$ cat config.mk
export PLATFORM = sky130hd
export DESIGN_NAME = scb_sdram_cmd_bank
export DESIGN_NICKNAME = d
export VERILOG_FILES = /design/src/scb_pkg.sv /design/src/scb_sdram_cmd_bank.sv /design/src/scb_fifo.sv
export SDC_FILE = /design/constraint.sdc
export NUM_CORES = 1
export LEC_CHECK = 0
export BUFFER_PORTS_ARGS = -buffer_cell sky130_fd_sc_hd__buf_2
export CAP_MARGIN = 20
export CORE_MARGIN = 2
export CORE_UTILIZATION = 40
export CTS_BUF_LIST = sky130_fd_sc_hd__clkbuf_4
export CTS_CLUSTER_DIAMETER = 80
export DETAILED_ROUTE_END_ITERATION = 8
export GPL_ROUTABILITY_DRIVEN = 0
export PLACE_DENSITY = 0.61
export REMOVE_ABC_BUFFERS = 1
export SETUP_SLACK_MARGIN = 0.2
export SLEW_MARGIN = 20
export SYNTH_ARGS = -nofsm -noshare
export SYNTH_HDL_FRONTEND = slang
export SYNTH_SLANG_ARGS = --single-unit
$ cat constraint.sdc
create_clock -name i_ref_clk -period 10.21 [get_ports i_ref_clk]
set_clock_uncertainty 0.15 [all_clocks]
set_input_delay 2.5525 -clock i_ref_clk [delete_from_list [all_inputs] [get_ports i_ref_clk]]
set_output_delay 2.5525 -clock i_ref_clk [all_outputs]
set_load 0.01 [all_outputs]
$ cat src/scb_pkg.sv
// Shared constants, types and decode function for the SDRAM command and bank state block
`default_nettype none
package scb_pkg;

  localparam int CLK_MHZ = 125;

  // Array timing, in ns, and the derived clock counts (least times round up)
  localparam int T_RCD_NS  = 20;
  localparam int T_RP_NS   = 20;
  localparam int T_RC_NS   = 70;
  localparam int T_MRD_NS  = 16;
  localparam int T_XSR_NS  = 80;
  // Self refresh row interval: 64 ms over 4096 rows, a longest time so it rounds down
  localparam int T_SREF_NS = 15625;

  function automatic int ns_cyc_up(input int ns);
    int c;
    c = (ns * CLK_MHZ + 999) / 1000;
    return (c < 1) ? 1 : c;
  endfunction : ns_cyc_up

  localparam logic [3:0]  RCD_CYC  = 4'(ns_cyc_up(T_RCD_NS));
  localparam logic [3:0]  RP_CYC   = 4'(ns_cyc_up(T_RP_NS));
  localparam logic [3:0]  RC_CYC   = 4'(ns_cyc_up(T_RC_NS));
  localparam logic [3:0]  MRD_CYC  = 4'(ns_cyc_up(T_MRD_NS));
  localparam logic [3:0]  XSR_CYC  = 4'(ns_cyc_up(T_XSR_NS));
  localparam logic [10:0] SREF_CYC = 11'((T_SREF_NS * CLK_MHZ) / 1000);

  localparam int          NUM_BANKS = 4;
  localparam logic [3:0]  BURST_LEN = 4'h4;
  localparam logic [10:0] MODE_RST  = 11'h000;
  localparam logic [10:0] ROW_RST   = 11'h000;
  localparam int          AP_BIT    = 10;
  localparam int          COL_W     = 8;
  localparam int          WFIFO_DEPTH = 8;

  typedef enum logic [2:0] {
    CMD_NOP = 3'b000,
    CMD_ACT = 3'b001,
    CMD_RD  = 3'b010,
    CMD_WR  = 3'b011,
    CMD_BST = 3'b100,
    CMD_PRE = 3'b101,
    CMD_REF = 3'b110,
    CMD_LMR = 3'b111
  } scb_cmd_e_t;

  typedef enum logic [2:0] {
    BK_IDLE    = 3'b000,
    BK_ACTVING = 3'b001,
    BK_ACTIVE  = 3'b010,
    BK_READ    = 3'b011,
    BK_WRITE   = 3'b100,
    BK_READ_AP = 3'b101,
    BK_WRITE_AP = 3'b110,
    BK_PRECHG  = 3'b111
  } scb_bank_e_t;

  typedef enum logic [2:0] {
    DEV_RUN   = 3'b000,
    DEV_PDOWN = 3'b001,
    DEV_SREF  = 3'b010,
    DEV_SUSP  = 3'b011,
    DEV_XSR   = 3'b100,
    DEV_BUSY  = 3'b101
  } scb_dev_e_t;

  typedef struct packed {
    logic        valid;
    scb_cmd_e_t  kind;
    logic [1:0]  bank;
    logic [10:0] addr;
    logic        ap;
    logic        all;
  } scb_cmd_t;

  typedef struct packed {
    logic             valid;
    logic [1:0]       bank;
    logic [COL_W-1:0] col;
  } scb_rd_req_t;

  typedef struct packed {
    logic [1:0]       bank;
    logic [COL_W-1:0] col;
    logic [3:0]       be;
    logic [31:0]      data;
  } scb_wbeat_t;

  // Chip select high masks every other pin into a no-operation
  function automatic scb_cmd_e_t scb_decode(input logic cs_n, input logic ras_n,
                                            input logic cas_n, input logic we_n);
    if (cs_n) begin
      return CMD_NOP;
    end
    unique case ({ras_n, cas_n, we_n})
      3'b111: return CMD_NOP;
      3'b011: return CMD_ACT;
      3'b101: return CMD_RD;
      3'b100: return CMD_WR;
      3'b110: return CMD_BST;
      3'b010: return CMD_PRE;
      3'b001: return CMD_REF;
      3'b000: return CMD_LMR;
    endcase
  endfunction : scb_decode

endpackage : scb_pkg
`default_nettype wire

$ cat src/scb_sdram_cmd_bank.sv
// Command decode, power states, per-bank state and data masking of a four-bank SDRAM
`default_nettype none
module scb_sdram_cmd_bank
  import scb_pkg::*;
(
  input  wire logic        i_ref_clk,
  input  wire logic        i_rstn,
  input  wire logic        i_cs_n,
  input  wire logic        i_ras_n,
  input  wire logic        i_cas_n,
  input  wire logic        i_we_n,
  input  wire logic        i_cke,
  input  wire logic [3:0]  i_dqm,
  input  wire logic [1:0]  i_ba,
  input  wire logic [10:0] i_addr,
  input  wire logic [31:0] i_dq_in,
  input  wire logic [31:0] i_arr_rdata,
  input  wire logic        i_wr_ready,
  output scb_cmd_t         o_cmd,
  output scb_rd_req_t      o_rd_req,
  output logic             o_wr_valid,
  output scb_wbeat_t       o_wr_beat,
  output logic             o_wfifo_ready,
  output logic [31:0]      o_dq_out,
  output logic [3:0]       o_dq_oe,
  output logic [10:0]      o_mode_reg,
  output logic             o_refresh_stb,
  output logic [10:0]      o_refresh_row,
  output scb_dev_e_t       o_dev_state,
  output scb_bank_e_t [3:0] o_bank_state,
  output logic             o_all_idle
);

  scb_cmd_e_t          cmd;
  logic                exec;
  logic                clk_on;
  logic                all_idle;
  logic                start;
  logic                beat;
  logic                burst_end;
  logic                burst_stop;
  logic                sref_tick;

  logic                cke_prev_q;
  scb_dev_e_t          dev_q;
  logic [3:0]          dev_tmr_q;
  scb_bank_e_t [3:0]   bank_q;
  logic [3:0]          bank_tmr_q [NUM_BANKS];
  logic                burst_live_q;
  logic                burst_wr_q;
  logic [1:0]          burst_bank_q;
  logic [COL_W-1:0]    burst_col_q;
  logic [3:0]          burst_left_q;
  logic [10:0]         mode_q;
  logic [10:0]         ref_row_q;
  logic [10:0]         sref_cnt_q;
  logic                refresh_stb_q;
  scb_cmd_t            cmd_q;
  scb_rd_req_t         rd_req_q;
  logic [1:0]          rd_pipe_q;
  logic [3:0]          dqm_p1_q;
  logic [3:0]          dqm_p2_q;
  logic [31:0]         dq_out_q;
  logic [3:0]          dq_oe_q;
  scb_wbeat_t          wbeat;
  logic                wpush;
  logic [$bits(scb_wbeat_t)-1:0] wfifo_out;

  // Inhibit and NOP both fall out of the decode as CMD_NOP
  assign cmd      = scb_decode(i_cs_n, i_ras_n, i_cas_n, i_we_n);
  // This edge counts only if clock enable was high on the previous one
  assign clk_on   = cke_prev_q;
  assign exec     = (dev_q == DEV_RUN) && clk_on;
  assign all_idle = (bank_q[0] == BK_IDLE) && (bank_q[1] == BK_IDLE) &&
                    (bank_q[2] == BK_IDLE) && (bank_q[3] == BK_IDLE);
  assign start    = exec && ((cmd == CMD_RD) || (cmd == CMD_WR)) &&
                    (bank_q[i_ba] inside {BK_ACTIVE, BK_READ, BK_WRITE});
  // Beats are frozen while the clock is suspended
  assign beat      = clk_on && burst_live_q && !start;
  assign burst_end = beat && (burst_left_q == 4'h1);
  assign burst_stop = burst_live_q && (burst_end ||
                      (exec && (cmd == CMD_BST)) || start ||
                      (exec && (cmd == CMD_PRE) &&
                       (i_addr[AP_BIT] || (i_ba == burst_bank_q))));
  assign sref_tick = (dev_q == DEV_SREF) && (sref_cnt_q == 11'h001);

  always_ff @(posedge i_ref_clk) begin
    if (!i_rstn) begin
      cke_prev_q <= 1'b0;
    end else begin
      cke_prev_q <= i_cke;
    end
  end

  // Device power and whole-device operation state
  always_ff @(posedge i_ref_clk) begin
    if (!i_rstn) begin
      dev_q     <= DEV_RUN;
      dev_tmr_q <= 4'h0;
    end else begin
      unique case (dev_q)
        DEV_RUN: begin
          if (cke_prev_q && !i_cke) begin
            if (burst_live_q || start) begin
              dev_q <= DEV_SUSP;
            end else if (all_idle && (cmd == CMD_REF)) begin
              dev_q <= DEV_SREF;
            end else begin
              dev_q <= DEV_PDOWN;
            end
          end else if (exec && all_idle && (cmd == CMD_REF)) begin
            dev_q     <= DEV_BUSY;
            dev_tmr_q <= RC_CYC;
          end else if (exec && all_idle && (cmd == CMD_LMR)) begin
            dev_q     <= DEV_BUSY;
            dev_tmr_q <= MRD_CYC;
          end
        end
        DEV_PDOWN: begin
          if (i_cke) begin
            dev_q <= DEV_RUN;
          end
        end
        DEV_SUSP: begin
          if (i_cke) begin
            dev_q <= DEV_RUN;
          end
        end
        DEV_SREF: begin
          if (i_cke) begin
            dev_q     <= DEV_XSR;
            dev_tmr_q <= XSR_CYC;
          end
        end
        DEV_XSR, DEV_BUSY: begin
          // Commands here are ignored; the controller owes NOPs until the count ends
          if (dev_tmr_q <= 4'h1) begin
            dev_q <= DEV_RUN;
          end else begin
            dev_tmr_q <= dev_tmr_q - 4'h1;
          end
        end
        default: begin
          dev_q <= DEV_RUN;
        end
      endcase
    end
  end

  // Per-bank state; command effects come last so they override timeouts
  always_ff @(posedge i_ref_clk) begin
    if (!i_rstn) begin
      for (int b = 0; b < NUM_BANKS; b++) begin
        bank_q[b]     <= BK_IDLE;
        bank_tmr_q[b] <= 4'h0;
      end
    end else begin
      for (int b = 0; b < NUM_BANKS; b++) begin
        if (bank_tmr_q[b] != 4'h0) begin
          bank_tmr_q[b] <= bank_tmr_q[b] - 4'h1;
        end
        unique case (bank_q[b])
          BK_ACTVING: begin
            if (bank_tmr_q[b] <= 4'h1) begin
              bank_q[b] <= BK_ACTIVE;
            end
          end
          BK_PRECHG: begin
            if (bank_tmr_q[b] <= 4'h1) begin
              bank_q[b] <= BK_IDLE;
            end
          end
          BK_READ, BK_WRITE: begin
            if (burst_stop && (burst_bank_q == 2'(b))) begin
              bank_q[b] <= BK_ACTIVE;
            end
          end
          BK_READ_AP, BK_WRITE_AP: begin
            // An interrupted auto-precharge burst still closes its row
            if (burst_stop && (burst_bank_q == 2'(b))) begin
              bank_q[b]     <= BK_PRECHG;
              bank_tmr_q[b] <= RP_CYC;
            end
          end
          default: begin
          end
        endcase
        if (exec) begin
          unique case (cmd)
            CMD_ACT: begin
              if ((i_ba == 2'(b)) && (bank_q[b] == BK_IDLE)) begin
                bank_q[b]     <= BK_ACTVING;
                bank_tmr_q[b] <= RCD_CYC;
              end
            end
            CMD_RD, CMD_WR: begin
              if (start && (i_ba == 2'(b))) begin
                if (cmd == CMD_RD) begin
                  bank_q[b] <= i_addr[AP_BIT] ? BK_READ_AP : BK_READ;
                end else begin
                  bank_q[b] <= i_addr[AP_BIT] ? BK_WRITE_AP : BK_WRITE;
                end
              end
            end
            CMD_PRE: begin
              // Idle banks are left alone, so a precharge to them is a NOP
              if ((i_addr[AP_BIT] || (i_ba == 2'(b))) &&
                  (bank_q[b] inside {BK_ACTIVE, BK_READ, BK_WRITE})) begin
                bank_q[b]     <= BK_PRECHG;
                bank_tmr_q[b] <= RP_CYC;
              end
            end
            default: begin
            end
          endcase
        end
      end
    end
  end

  // Burst engine: one burst live at a time across all banks
  always_ff @(posedge i_ref_clk) begin
    if (!i_rstn) begin
      burst_live_q <= 1'b0;
      burst_wr_q   <= 1'b0;
      burst_bank_q <= 2'h0;
      burst_col_q  <= '0;
      burst_left_q <= 4'h0;
    end else if (start) begin
      burst_live_q <= (BURST_LEN > 4'h1);
      burst_wr_q   <= (cmd == CMD_WR);
      burst_bank_q <= i_ba;
      burst_col_q  <= i_addr[COL_W-1:0] + COL_W'(1);
      burst_left_q <= BURST_LEN - 4'h1;
    end else if (burst_stop) begin
      burst_live_q <= 1'b0;
    end else if (beat) begin
      burst_col_q  <= burst_col_q + COL_W'(1);
      burst_left_q <= burst_left_q - 4'h1;
    end
  end

  // Mode register and decoded command with routed address fields
  always_ff @(posedge i_ref_clk) begin
    if (!i_rstn) begin
      mode_q <= MODE_RST;
      cmd_q  <= '0;
    end else begin
      if (exec && all_idle && (cmd == CMD_LMR)) begin
        mode_q <= i_addr;
      end
      cmd_q.valid <= exec && (cmd != CMD_NOP) && (cmd != CMD_REF);
      cmd_q.kind  <= cmd;
      cmd_q.bank  <= i_ba;
      cmd_q.ap    <= i_addr[AP_BIT];
      cmd_q.all   <= (cmd == CMD_PRE) && i_addr[AP_BIT];
      if ((cmd == CMD_RD) || (cmd == CMD_WR)) begin
        cmd_q.addr <= {3'h0, i_addr[COL_W-1:0]};
      end else begin
        cmd_q.addr <= i_addr;
      end
    end
  end

  // Refresh row counter serves both auto and self refresh
  always_ff @(posedge i_ref_clk) begin
    if (!i_rstn) begin
      ref_row_q     <= ROW_RST;
      sref_cnt_q    <= SREF_CYC;
      refresh_stb_q <= 1'b0;
    end else begin
      refresh_stb_q <= 1'b0;
      if ((exec && i_cke && all_idle && (cmd == CMD_REF)) || sref_tick) begin
        ref_row_q     <= ref_row_q + 11'h001;
        refresh_stb_q <= 1'b1;
      end
      if ((dev_q != DEV_SREF) || sref_tick) begin
        sref_cnt_q <= SREF_CYC;
      end else begin
        sref_cnt_q <= sref_cnt_q - 11'h001;
      end
    end
  end

  // Read path: masks act on the output two clocks after they are sampled
  always_ff @(posedge i_ref_clk) begin
    if (!i_rstn) begin
      rd_req_q  <= '0;
      rd_pipe_q <= 2'h0;
      dqm_p1_q  <= 4'hf;
      dqm_p2_q  <= 4'hf;
      dq_out_q  <= 32'h0000_0000;
      dq_oe_q   <= 4'h0;
    end else begin
      rd_req_q.valid <= (start && (cmd == CMD_RD)) || (beat && !burst_wr_q);
      rd_req_q.bank  <= start ? i_ba : burst_bank_q;
      rd_req_q.col   <= start ? i_addr[COL_W-1:0] : burst_col_q;
      rd_pipe_q      <= {rd_pipe_q[0],
                         (start && (cmd == CMD_RD)) || (beat && !burst_wr_q)};
      dqm_p1_q       <= i_dqm;
      dqm_p2_q       <= dqm_p1_q;
      dq_out_q       <= i_arr_rdata;
      dq_oe_q        <= {4{rd_pipe_q[1]}} & ~dqm_p2_q;
    end
  end

  // Write path: masks gate the beat in the cycle they arrive
  always_comb begin
    wbeat.bank = start ? i_ba : burst_bank_q;
    wbeat.col  = start ? i_addr[COL_W-1:0] : burst_col_q;
    wbeat.be   = ~i_dqm;
    wbeat.data = i_dq_in;
  end
  assign wpush = (start && (cmd == CMD_WR)) || (beat && burst_wr_q);

  // Array side may stall; a full FIFO is flagged so the controller can back off
  scb_fifo #(
    .WIDTH ($bits(scb_wbeat_t)),
    .DEPTH (WFIFO_DEPTH)
  ) u_wfifo (
    .i_ref_clk   (i_ref_clk),
    .i_rstn      (i_rstn),
    .i_in_valid  (wpush),
    .o_in_ready  (o_wfifo_ready),
    .i_in_data   (wbeat),
    .o_out_valid (o_wr_valid),
    .i_out_ready (i_wr_ready),
    .o_out_data  (wfifo_out)
  );

  assign o_wr_beat     = scb_wbeat_t'(wfifo_out);
  assign o_cmd         = cmd_q;
  assign o_rd_req      = rd_req_q;
  assign o_dq_out      = dq_out_q;
  assign o_dq_oe       = dq_oe_q;
  assign o_mode_reg    = mode_q;
  assign o_refresh_stb = refresh_stb_q;
  assign o_refresh_row = ref_row_q;
  assign o_dev_state   = dev_q;
  assign o_bank_state  = bank_q;
  assign o_all_idle    = all_idle;

endmodule : scb_sdram_cmd_bank
`default_nettype wire

$ cat src/scb_fifo.sv
// Parameterised flip-flop FIFO with valid/ready on both sides
`default_nettype none
module scb_fifo #(
  parameter int WIDTH = 8,
  parameter int DEPTH = 8
) (
  input  wire logic             i_ref_clk,
  input  wire logic             i_rstn,
  input  wire logic             i_in_valid,
  output logic                  o_in_ready,
  input  wire logic [WIDTH-1:0] i_in_data,
  output logic                  o_out_valid,
  input  wire logic             i_out_ready,
  output logic      [WIDTH-1:0] o_out_data
);
  localparam int AW = $clog2(DEPTH);

  logic [WIDTH-1:0] mem_q [DEPTH];
  logic [AW-1:0]    wr_ptr_q;
  logic [AW-1:0]    rd_ptr_q;
  logic [AW:0]      count_q;
  logic             push;
  logic             pop;

  assign o_in_ready  = (count_q != (AW+1)'(DEPTH));
  assign o_out_valid = (count_q != '0);
  assign o_out_data  = mem_q[rd_ptr_q];
  assign push        = i_in_valid & o_in_ready;
  assign pop         = o_out_valid & i_out_ready;

  always_ff @(posedge i_ref_clk) begin
    if (push) begin
      mem_q[wr_ptr_q] <= i_in_data;
    end
  end

  always_ff @(posedge i_ref_clk) begin
    if (!i_rstn) begin
      wr_ptr_q <= '0;
      rd_ptr_q <= '0;
      count_q  <= '0;
    end else begin
      if (push) begin
        wr_ptr_q <= (wr_ptr_q == AW'(DEPTH - 1)) ? '0 : wr_ptr_q + AW'(1);
      end
      if (pop) begin
        rd_ptr_q <= (rd_ptr_q == AW'(DEPTH - 1)) ? '0 : rd_ptr_q + AW'(1);
      end
      if (push && !pop) begin
        count_q <= count_q + (AW+1)'(1);
      end else if (pop && !push) begin
        count_q <= count_q - (AW+1)'(1);
      end
    end
  end

endmodule : scb_fifo
`default_nettype wire

==> results.ini <==
[run_status]
status=finished, final reports clean

[global_routing]
grt_max_degree=83
gr-total-overflow=0
grt_pass1_vias=13936
globalRouteTotalUtil=0.179
grt_pass1_wl_mm=76.4
grt-busiest-layer=met2
met2_usage=0.287
use_met3=0.0461
gr-usage-met1=0.222
antenna_found_initial=4

[synth]
synth_seq_cells=540
syn-cell-area_um2=21800
synth_area_per_cell_um2=15.3
ys_seq_area_frac=0.671
synth_cell_types=73
synth_warnings=0
synth_edf_count=384
synth_ff_type=edfxtp_1
async_flop_share=0
synthCells=1431

[placement]
place.detailed.hpwl_mm=28.5
io_buffers=241

[die]
pin_count=242
fp.dieW_um=238
die_area_um2=56500
die_h_um=238
rows=85
initial_core_util=0.405
coreArea_um2=53900

[power]
switching_share=0.259
ir_drop_mv=0.102
powerDensity_nw_per_um2=199
clkPwrFrac=0.373
p_total_mw=5.09
power_switching_mw=1.32
power.share.combinational=0.138
pwr-share-seq=0.489
leakagePower_nw=9.13
internal_power_mw=3.77

[worst_setup_path]
critPathCaptureType=output port
worstPathRequired_ns=7.51
crit_path_max_incr_delay_ns=0.73
path_class=reg2out
crit_fanout=40
path_buf_inv=2
cp_cell_sequence=buf_4, mux4_2, mux2_2, buf_2
cp-start-kind=flip-flop
cp.arrival_ns=3.37
slowest_stage=buf_4
crit_family=buffers and inverters

[finish]
largest_reg_flops=368
seq_area_um2=14700
layout.filler_cells=4731
drive_above_1_share=0.359
area_delta_synth_final_pct=17.5
nNetsFinal=1880
multiInputGateArea_um2=6790
top_register=u_wfifo.mem_q

[clock_network]
holdBufCountCts=0
cts_buffers=145
cts_tree=yes
cts_max_level=4
cts_root_buf=clkbuf_4
cts.sinks=540
post_cts_resized=0
clock_latency_ns=0.96
clk_pin_slew_ns=0.06
post_cts_buffers=0
cts_buffer_depth=3

[route]
wl_per_cell_um=19.4
via_per_inst=5.24
num_vias=13431
routed_wirelength_mm=49.8
drcViolationCount=0
final_antenna_net_count=0
firstDrtPassIters=7
drt_first_iter_violations=744

[sta]
finalMaxSlewViolations=0
finalHoldViolations=0
finalWorstPathRequiredPeriod_ns=6.07
setup_viol=0
tns_ns=0
max_freq_mhz=165
rsz0062_at_grt=false
slew_headroom=0.368
timing.hold.ws_ns=0.246
worst_pin_slew_ns=0.945
period_share=0.595

[worst_hold_path]
hold_class=reg2reg

[flow_run]
drv_cap=0

per-layer routing:
layer  vias to the layer above  share of wire
met1                      6622           0.42
met3                       106          0.065
li1                       6226              -
met5                         -        0.00050
met2                       473           0.48
met4                         4          0.031
through the flow:
step,setup slack [ns],utilization,area (µm²),cells
3_3_place_gp,3.86,0.441,23800,2311
2_1_floorplan,0.186,-,21500,1356
5_1_grt,3.83,0.475,25600,2562
6_report,4.14,0.476,25600,2564
3_5_place_dp,3.79,0.441,23800,2311
4_1_cts,3.91,0.475,25600,2560
worst reg2reg max path, stage by stage, from the launching register on:
cell and delay [ns]:
dfxtp_1 0.63, mux4_2 0.38, nor2b_1 0.35, o21ai_2 0.11, a31oi_2 0.79, inv_1 0.11, ha_1 0.25, inv_1 0.12
ha_1 0.24, a21o_1 0.18, a21oi_1 0.18, xnor2_1 0.09, or3_1 0.30, a21oi_1 0.13
cell type report:
class                      instances  area share
sequential                       540       0.572
timing repair buffer             259      0.0524
tap                              696      0.0340
clock inverter                    40      0.0103
multi-input combinational        780       0.265
clock buffer                     209      0.0612
inverter                          36     0.00527
antenna                            4    0.000390
synthesized netlist by cell type, types with 6 or more instances:
master     number  area (µm²)
edfxtp_1      384       11500
o31ai_1         7        52.6
nand2b_1       15        93.8
nand2_1        73         274
nor4_1         13        81.3
xor2_1          9        78.8
buf_2          12        60.1
mux4_2         95        2140
nor3_1         28         140
and2_1         56         350
o21ai_0        36         180
ha_1           28         350
buf_1          16        60.1
xnor2_1        31         272
o22ai_1         8        50.1
nand4_1        11        68.8
inv_1          35         131
mux2_2         50         563
o21a_1          9        67.6
nor2b_1        12        75.1
a211oi_1        7        52.6
nor2_1         87         327
or3_1          10        62.6
nor4b_1         7        61.3
or2_2           7        43.8
a21oi_1        51         255
and3_1         11        68.8
o2111ai_1       6        52.6
nand3_1        25         125
dfxtp_1       156        3120
mux2i_1        18         180
clkbuf_1       44         165
cell usage in the layout, fill, tap and decap left out, drive strengths merged, types with 50 or more instances in the layout:
cell / netlist / routed
a21oi: 52 / 52
and2: 56 / 56
buf: 31 / 259
clkbuf: 44 / 209
dfxtp: 156 / 156
edfxtp: 384 / 384
mux2: 50 / 50
mux4: 95 / 95
nand2: 73 / 73
nor2: 88 / 88
cell families (layout without fill, tap and decap cells):
group	Yosys count	in the layout	share of synthesized area
AO/OA/AOI/OAI	169	169	0.0519
adder cells (fa/ha/maj)	29	29	0.0170
flip-flops	540	540	0.671
multiplexers	163	163	0.132
XOR/XNOR	40	40	0.0160
other	0	4	0
AND/OR/NAND/NOR	379	379	0.0912
buffers and inverters	111	544	0.0205
path summary, 6_finish.rpt:
check / startpoint / end / slack (ns) / cells after the start
hold / removal: dqm_p2_q[1]$_SDFF_PN1_ / o_dq_oe[1]$_SDFF_PN0_ / 0.25 / 1
hold reg to reg: dqm_p2_q[1]$_SDFF_PN1_ / o_dq_oe[1]$_SDFF_PN0_ / 0.25 / 1
setup reg to reg: o_bank_state[7]$_SDFF_PN0_ / u_wfifo.count_q[3]$_SDFFE_PN0P_ / 6.13 / 13
setup / recovery: flip-flop / o_wr_beat[38] / 4.14 / 4
power by group through the flow:
stage / clock network (mW) / logic (mW) / registers (mW)
floorplan: 0 / 0.498 / 2.56
global placement: 0 / 0.701 / 2.54
detailed placement: 0 / 0.712 / 2.54
CTS: 1.98 / 0.718 / 2.49
global route: 2.10 / 0.783 / 2.50
finish: 1.90 / 0.703 / 2.49
Power figures use the tool's default switching activity.
